`config.mk`:
```
export PLATFORM = sky130hd
export DESIGN_NAME = lfg_status_bank
export DESIGN_NICKNAME = d
export VERILOG_FILES = /design/src/rtl/lfg_pkg.sv /design/src/rtl/lfg_status_bank.sv
export SDC_FILE = /design/constraint.sdc
export NUM_CORES = 1
export LEC_CHECK = 0
export BUFFER_PORTS_ARGS = -buffer_cell sky130_fd_sc_hd__buf_2
export CORE_UTILIZATION = 50
export CTS_CLUSTER_SIZE = 16
export DETAILED_ROUTE_END_ITERATION = 7
export PLACE_DENSITY = 0.71
export RECOVER_POWER = 25
export SYNTH_ARGS = -nofsm -noshare
export SYNTH_HDL_FRONTEND = slang
export SYNTH_SLANG_ARGS = --single-unit
export TNS_END_PERCENT = 10
```
`constraint.sdc`:
```
create_clock -name CLK_I -period 3.45 [get_ports CLK_I]
set_input_delay 0.69 -clock CLK_I [delete_from_list [all_inputs] [get_ports CLK_I]]
set_output_delay 0.69 -clock CLK_I [all_outputs]
set_load 0.01 [all_outputs]
```
`src/rtl/lfg_pkg.sv`:
```
// lfg_pkg: constants, codes and reset values for the link-fault status bank
package lfg_pkg;

    // ------------------------------------------------------------------
    // widths and bit positions
    // ------------------------------------------------------------------
    localparam int          LF_W          = 16;
    localparam int          NUM_LINKS     = 7;
    localparam int          ESE_W         = 8;
    localparam int          LF_BIT_REF    = 0;
    localparam int          LF_BIT_RFSRC  = 1;
    localparam int          LF_BIT_OUTPUT = 2;
    localparam int          LF_BIT_INPUT1 = 3;
    localparam int          LF_BIT_INPUT2 = 4;
    localparam int          LF_BIT_IQMOD  = 5;
    localparam int          LF_BIT_CELL   = 6;
    localparam int          ESR_BIT_CMD   = 5;
    localparam int          ESR_BIT_USER  = 6;
    localparam int          ESR_BIT_PWR   = 7;
    localparam int          ROUTE_COMM    = 0;
    localparam int          ROUTE_HW      = 1;

    // ------------------------------------------------------------------
    // masks of implemented bits; everything else reads zero
    // ------------------------------------------------------------------
    localparam logic [15:0] LF_USED_MASK  = 16'h007F;
    localparam logic [15:0] ESR_USED_MASK = 16'h00A0;

    // ------------------------------------------------------------------
    // reset values
    // ------------------------------------------------------------------
    localparam logic [15:0] LF_PTR_RST    = 16'h007F;
    localparam logic [15:0] LF_NTR_RST    = 16'h0000;
    localparam logic [15:0] LF_ENAB_RST   = 16'h0000;
    localparam logic [15:0] ESR_RST       = 16'h0080;
    localparam logic [7:0]  ESE_RST       = 8'h00;
    localparam logic [1:0]  ROUTE_RST     = 2'h0;

    // ------------------------------------------------------------------
    // timing: cycles the fault capture window stays open
    // ------------------------------------------------------------------
    localparam logic [7:0]  CHECK_LEN     = 8'h10;

    // ------------------------------------------------------------------
    // command codes from the remote command parser
    // ------------------------------------------------------------------
    typedef enum logic [3:0] {
        LFG_NOP      = 4'h0,
        LFG_RD_COND  = 4'h1,
        LFG_RD_PTR   = 4'h2,
        LFG_WR_PTR   = 4'h3,
        LFG_RD_NTR   = 4'h4,
        LFG_WR_NTR   = 4'h5,
        LFG_RD_EVENT = 4'h6,
        LFG_RD_ENAB  = 4'h7,
        LFG_WR_ENAB  = 4'h8,
        LFG_RD_ESR   = 4'h9,
        LFG_RD_ESE   = 4'hA,
        LFG_WR_ESE   = 4'hB,
        LFG_CLS      = 4'hC,
        LFG_SELFTEST = 4'hD,
        LFG_WR_ROUTE = 4'hE,
        LFG_RD_ROUTE = 4'hF
    } lfg_cmd_t;

endpackage

```
`src/rtl/lfg_status_bank.sv`:
```
// lfg_status_bank: link-fault and standard event status register bank
`timescale 1ns/1ps
module lfg_status_bank
    import lfg_pkg::*;
(
    // clock and reset
    input  wire logic                        CLK_I,
    input  wire logic                        RESETN_I,
    // command port from the remote parser
    input  wire logic                        CMD_VALID_I,
    input  wire lfg_pkg::lfg_cmd_t           CMD_OP_I,
    input  wire logic [lfg_pkg::LF_W-1:0]    CMD_DATA_I,
    output logic                             RSP_VALID_O,
    output logic [lfg_pkg::LF_W-1:0]         RSP_DATA_O,
    // serial bus receiver fault levels, asynchronous
    input  wire logic [lfg_pkg::NUM_LINKS-1:0] LINK_FAULT_I,
    // parser error pulses, same clock
    input  wire logic                        SYNTAX_ERR_I,
    input  wire logic                        SEMANTIC_ERR_I,
    input  wire logic                        GET_IN_MSG_I,
    // summaries toward the status byte, and the capture-window flag
    output logic                             LF_SUMMARY_O,
    output logic                             STB_LINK_FAULT_O,
    output logic                             STD_SUMMARY_O,
    output logic                             CHECK_ACTIVE_O
);
    import lfg_pkg::*;

    typedef struct packed {
        logic [NUM_LINKS-1:0] sync1;
        logic [NUM_LINKS-1:0] sync2;
        logic [7:0]           check_cnt;
        logic [LF_W-1:0]      lf_cond;
        logic [LF_W-1:0]      lf_ptr;
        logic [LF_W-1:0]      lf_ntr;
        logic [LF_W-1:0]      lf_event;
        logic [LF_W-1:0]      lf_enab;
        logic [LF_W-1:0]      esr;
        logic [ESE_W-1:0]     ese;
        logic [1:0]           route;
        logic                 rsp_valid;
        logic [LF_W-1:0]      rsp_data;
    } lfg_state_t;

    lfg_state_t      s_q;
    lfg_state_t      s_d;
    logic [LF_W-1:0] lf_rise;
    logic [LF_W-1:0] lf_fall;
    logic [LF_W-1:0] lf_set;
    logic [LF_W-1:0] esr_set;
    logic            fire;

    assign fire = CMD_VALID_I;

    // ------------------------------------------------------------------
    // next-state logic
    // ------------------------------------------------------------------
    always_comb begin
        s_d = s_q;
        // stage one feeds stage two only
        s_d.sync1 = LINK_FAULT_I;
        s_d.sync2 = s_q.sync1;

        // capture window: opened by reset, reopened by self-test
        if (fire && CMD_OP_I == LFG_SELFTEST) begin
            s_d.check_cnt = CHECK_LEN;
        end else if (s_q.check_cnt != 8'h00) begin
            s_d.check_cnt = s_q.check_cnt - 8'h01;
        end
        if (s_q.check_cnt != 8'h00) begin
            // receiver order is fixed by the synchroniser bit order
            s_d.lf_cond = {9'h000, s_q.sync2} & LF_USED_MASK;
        end

        lf_rise = s_d.lf_cond & ~s_q.lf_cond;
        lf_fall = ~s_d.lf_cond & s_q.lf_cond;
        lf_set  = ((lf_rise & s_q.lf_ptr) | (lf_fall & s_q.lf_ntr))
                  & LF_USED_MASK;

        esr_set = 16'h0000;
        esr_set[ESR_BIT_CMD] = SYNTAX_ERR_I | SEMANTIC_ERR_I
                               | GET_IN_MSG_I;

        s_d.rsp_valid = 1'b0;
        s_d.rsp_data  = s_q.rsp_data;

        if (fire) begin
            unique case (CMD_OP_I)
                LFG_RD_COND: begin
                    s_d.rsp_valid = 1'b1;
                    s_d.rsp_data  = s_q.lf_cond;
                end
                LFG_RD_PTR: begin
                    s_d.rsp_valid = 1'b1;
                    s_d.rsp_data  = s_q.lf_ptr;
                end
                LFG_WR_PTR: begin
                    s_d.lf_ptr = CMD_DATA_I & LF_USED_MASK;
                end
                LFG_RD_NTR: begin
                    s_d.rsp_valid = 1'b1;
                    s_d.rsp_data  = s_q.lf_ntr;
                end
                LFG_WR_NTR: begin
                    s_d.lf_ntr = CMD_DATA_I & LF_USED_MASK;
                end
                LFG_RD_EVENT: begin
                    s_d.rsp_valid = 1'b1;
                    s_d.rsp_data  = s_q.lf_event;
                    s_d.lf_event  = 16'h0000;
                end
                LFG_RD_ENAB: begin
                    s_d.rsp_valid = 1'b1;
                    s_d.rsp_data  = s_q.lf_enab;
                end
                LFG_WR_ENAB: begin
                    s_d.lf_enab = CMD_DATA_I & LF_USED_MASK;
                end
                LFG_RD_ESR: begin
                    s_d.rsp_valid = 1'b1;
                    s_d.rsp_data  = s_q.esr;
                    // reading also retires the power-on flag
                    s_d.esr       = 16'h0000;
                end
                LFG_RD_ESE: begin
                    s_d.rsp_valid = 1'b1;
                    s_d.rsp_data  = {8'h00, s_q.ese};
                end
                LFG_WR_ESE: begin
                    s_d.ese = CMD_DATA_I[ESE_W-1:0];
                end
                LFG_CLS: begin
                    s_d.lf_event = 16'h0000;
                    s_d.esr      = 16'h0000;
                end
                LFG_WR_ROUTE: begin
                    s_d.route = CMD_DATA_I[1:0];
                end
                LFG_RD_ROUTE: begin
                    s_d.rsp_valid = 1'b1;
                    s_d.rsp_data  = {14'h0000, s_q.route};
                end
                LFG_NOP, LFG_SELFTEST: begin
                end
            endcase
        end

        // new events win over a clear in the same cycle
        s_d.lf_event = (s_d.lf_event | lf_set) & LF_USED_MASK;
        // user-request bit is masked out here, so it can never set
        s_d.esr = (s_d.esr | esr_set) & ESR_USED_MASK;
    end

    // ------------------------------------------------------------------
    // state register; power-on bit comes up set from reset
    // ------------------------------------------------------------------
    always_ff @(posedge CLK_I or negedge RESETN_I) begin
        if (!RESETN_I) begin
            s_q.sync1     <= '0;
            s_q.sync2     <= '0;
            s_q.check_cnt <= CHECK_LEN;
            s_q.lf_cond   <= 16'h0000;
            s_q.lf_ptr    <= LF_PTR_RST;
            s_q.lf_ntr    <= LF_NTR_RST;
            s_q.lf_event  <= 16'h0000;
            s_q.lf_enab   <= LF_ENAB_RST;
            s_q.esr       <= ESR_RST;
            s_q.ese       <= ESE_RST;
            s_q.route     <= ROUTE_RST;
            s_q.rsp_valid <= 1'b0;
            s_q.rsp_data  <= 16'h0000;
        end else begin
            s_q <= s_d;
        end
    end

    // ------------------------------------------------------------------
    // outputs
    // ------------------------------------------------------------------
    assign RSP_VALID_O      = s_q.rsp_valid;
    assign RSP_DATA_O       = s_q.rsp_data;
    assign LF_SUMMARY_O     = |(s_q.lf_event & s_q.lf_enab);
    assign STB_LINK_FAULT_O = LF_SUMMARY_O & s_q.route[ROUTE_COMM]
                              & s_q.route[ROUTE_HW];
    assign STD_SUMMARY_O    = |(s_q.esr[ESE_W-1:0] & s_q.ese);
    assign CHECK_ACTIVE_O   = (s_q.check_cnt != 8'h00);
endmodule

```
==> summary.log <==
INFO  worst_hold_path min_path_type=flip-flop to flip-flop
INFO  yosys          yosys_warnings=0
INFO  yosys          synthDominantCellAreaShare=45.5%
INFO  global_route   first_pass_grt_wire_length=12.4mm
INFO  pwr            netSwitchingPower=0.761mW
INFO  setup_path     endpoint_kind=output pin
INFO  global_route   maximum_number_of_pins_on_one_net_before_global_route_repair=79
INFO  timing         setup_viol=0
INFO  global_route   use_met3=6.65%
INFO  pwr            power.switching_fraction=29.3%
INFO  yosys          ys_ff_latch=78
INFO  pwr            cell_internal_pwr=1.84mW
INFO  global_route   global_route.usage.met1=29.7%
INFO  yosys          synth.cells.most_frequent=sky130_fd_sc_hd__dfrtp_1, sky130_fd_sc_hd__mux2_2, sky130_fd_sc_hd__nand2_1, sky130_fd_sc_hd__buf_4, sky130_fd_sc_hd__o21ai_0
INFO  outcome        run_status=finished with violations
INFO  setup_path     worst_setup_path_endpoint=CHECK_ACTIVE_O
INFO  routing        route.detailed.drc=0
INFO  clock_tree     cts.sink_count=78
INFO  timing         final.min_clock_period=2.49ns
INFO  routing        drt_first_iter_violations=178
INFO  die            floorplan.initialDensity=52.0%
INFO  place          dp_slack=0.916ns
INFO  clock_tree     path_clk_slew=0.07ns
INFO  final_layout   fillCellCount=629
INFO  pwr            ir_worst_vdd=0.000292V
INFO  clock_tree     buffers_inserted_during_post_cts_setup_optimization=0
INFO  global_route   grt_most_used_layer=met2
INFO  place          number_of_buffers_added_on_ports=37
INFO  timing         finalCritPeriodShare=72.2%
INFO  clock_tree     cts-root-to-sink-buffers=2
INFO  global_route   overflow=0
INFO  routing        drt_first_pass_iters=4
INFO  place          post-dp-hpwl=4.93mm
INFO  timing         finalMaxSlewViolations=79
INFO  setup_path     worstSetupPathType=flip-flop to output pin
INFO  pwr            clock_power_share=29.3%
INFO  setup_path     rrSetupSlack=1.53ns
INFO  timing         timing.fmax=402MHz
INFO  yosys          ys_top_cells_by_area=sky130_fd_sc_hd__dfrtp_1, sky130_fd_sc_hd__mux2_2, sky130_fd_sc_hd__dfstp_2, sky130_fd_sc_hd__buf_4, sky130_fd_sc_hd__mux2_4
INFO  routing        route.detailed.vias_per_inst=5.67
INFO  pwr            power_per_cell_area=626nW/um2
INFO  yosys          cell_type_with_the_highest_aggregate_area_in_the_netlist=sky130_fd_sc_hd__dfrtp_1
INFO  timing         rsz0062_at_grt=no
INFO  clock_tree     clock_insertion_delay_worst_skew=0.37ns
INFO  die            floorplan.core_area=7290um2
INFO  timing         totalNegativeSetupSlack=0ns
INFO  global_route   grt.total_usage=21.6%
INFO  timing         report.final.hold_viol_count=0
INFO  yosys          ys_seq_area_share=51.8%
INFO  setup_path     worst-path-max-fanout=7
INFO  die            design.portCount=54
INFO  routing        avgRoutedWirePerCell=17.0um
INFO  timing         final_critical_path_setup_slack=0.961ns
INFO  global_route   grt_antenna_before_repair=0
INFO  setup_path     critical_path.reg2reg.startpoint=s_q[123]
INFO  pwr            power.sequential.fraction=49.8%
INFO  final_layout   layout.core_utilization=56.9%
INFO  pwr            cellLeakagePower=1.81nW
INFO  clock_tree     htreeDepth=3
INFO  setup_path     worst_setup_sp_type=flip-flop
INFO  final_layout   drive_above_1_share=34.7%
INFO  clock_tree     cts-root-buf=sky130_fd_sc_hd__clkbuf_8
INFO  yosys          yosysMostFrequentCell=sky130_fd_sc_hd__dfrtp_1
INFO  final_layout   syn2layout_area_growth=9.37%
INFO  die            std_cell_rows=31
INFO  setup_path     worst_setup_path_startpoint=s_q[123]
INFO  clock_tree     cts_inserted_buffers=9
INFO  setup_path     worstReg2RegEnd=s_q[108]
INFO  timing         slew_headroom=-25.4%
INFO  final_layout   antenna_cells_inserted=0
INFO  clock_tree     ctsHoldBuffers=0
INFO  final_layout   layout.nets=375
INFO  die            die_width=89.1um
INFO  yosys          mappedNetlistArea=3790um2
INFO  yosys          ys.flop_type=sky130_fd_sc_hd__dfrtp_1
INFO  job            maxCapViolations=1
INFO  yosys          synth_cell_types=60
INFO  yosys          synth_async_sr_flop_share=100%
INFO  timing         timing_worst_slew_pin_value=1.88ns
INFO  place          place.gp.congestion=0.777
INFO  global_route   via_count_of_the_first_global_routing_pass=2,423
INFO  outcome        violations_in_the_final_reports=max-capacitance violations, max-slew violations
INFO  setup_path     cp_data_required_time=2.76ns
INFO  yosys          number_of_enable_type_register_cells_in_the_synthesized_netlist=0
INFO  timing         skew=0.00819ns
INFO  timing         hold_slack=0.351ns
INFO  die            die-area=7940um2
INFO  yosys          synthesis.area_per_instance=12.0um2
INFO  routing        drt_wl_total=7.59mm
INFO  global_route   grt_util_met2=32.3%
INFO  yosys          synthCells=317
INFO  clock_tree     cts.repair.resized=0
INFO  routing        routed-via-count=2,523
INFO  routing        antenna_violating_nets_post_route=0
INFO  pwr            share_comb_of_total_power=21.0%
INFO  die            die-height=89.1um
INFO  setup_path     r2r_cells=6
INFO  setup_path     timing.critical_path.arrival=1.80ns
INFO  clock_tree     tritoncts=yes
==> placed cells by master (no fill, tap or decap), types with 5 or more instances in the layout <==
master	Yosys	routed
sky130_fd_sc_hd__dfrtp_1	69	69
sky130_fd_sc_hd__mux2_2	37	37
sky130_fd_sc_hd__buf_2	6	36
sky130_fd_sc_hd__nand2_1	21	21
sky130_fd_sc_hd__o21ai_0	16	16
sky130_fd_sc_hd__nand3b_1	10	10
sky130_fd_sc_hd__clkbuf_8	0	10
sky130_fd_sc_hd__nor2_1	9	9
sky130_fd_sc_hd__dfstp_2	9	9
sky130_fd_sc_hd__inv_1	8	8
sky130_fd_sc_hd__a22o_1	8	8
sky130_fd_sc_hd__conb_1	1	8
sky130_fd_sc_hd__mux2_4	7	7
sky130_fd_sc_hd__nand3_1	6	6
sky130_fd_sc_hd__a21oi_1	5	5
==> worst max-delay path: stages (launching register included) <==
cell and delay (ns):
sky130_fd_sc_hd__dfrtp_1 0.41, sky130_fd_sc_hd__inv_1 0.07, sky130_fd_sc_hd__ha_1 0.22, sky130_fd_sc_hd__nor3b_2 0.44, sky130_fd_sc_hd__nand3_2 0.14, sky130_fd_sc_hd__buf_2 0.16
==> power groups by stage <==
stage                     Sequential (mW)  Clock (mW)  Combinational [mW]
after global placement               1.30           0               0.528
after global routing                 1.32       0.811               0.613
after detailed placement             1.30           0               0.547
final                                1.29       0.761               0.544
after CTS                            1.29       0.778               0.550
after floorplan                      1.26           0               0.448
==> cell families after synthesis <==
family	after synthesis	share of synthesized area, %
buf+inv	41	6.53
simple gates	87	14.5
flops	78	51.8
mux	48	14.8
other cells	1	0.0989
xor+xnor	4	0.924
compound gates	57	11.0
fa+ha+maj	1	0.330
==> registers in the layout, summed over array words and instances (netlist names) <==
register,count
s_q,62
RSP_DATA_O,8
s_d,7
RSP_VALID_O,1
==> layout make-up <==
type                    instances  area, um2  area share, %
inverters                       8       30.0          0.724
well taps                      99        124           2.99
clock buffers                  10        138           3.32
repair buffers                 39        200           4.83
clock inverters                 6       85.1           2.05
flip-flops and latches         78       1960           47.3
multi-input cells             205       1610           38.8
==> worst min path at each step <==
stage | depth (start not counted) | start | slack (ns) | to
3_5_place_dp | 0 | s_d[136] | 0.34 | s_q[136]
6_report | 0 | s_d[136] | 0.35 | s_q[136]
5_1_grt | 0 | s_d[134] | 0.37 | s_q[134]
3_3_place_gp | 0 | s_d[131] | 0.33 | s_q[131]
2_1_floorplan | 0 | s_d[131] | 0.33 | s_q[131]
4_1_cts | 0 | s_d[136] | 0.35 | s_q[136]
==> per-layer routing <==
metal | part of all wire [%] | vias up
met2 | 47 | 58
met5 | 0 | -
met4 | 1.5 | 0
li1 | - | 1188
met1 | 47 | 1267
met3 | 4.5 | 10
==> through the flow <==
stage / instances / instance area, um2 / total power [mW]
CTS: 445 / 4150 / 2.62
global placement: 429 / 3930 / 1.83
detailed placement: 429 / 3930 / 1.85
finish: 445 / 4150 / 2.60
global route: 445 / 4150 / 2.75
floorplan: 324 / 3820 / 1.70
(Power assumes the default switching activity.)
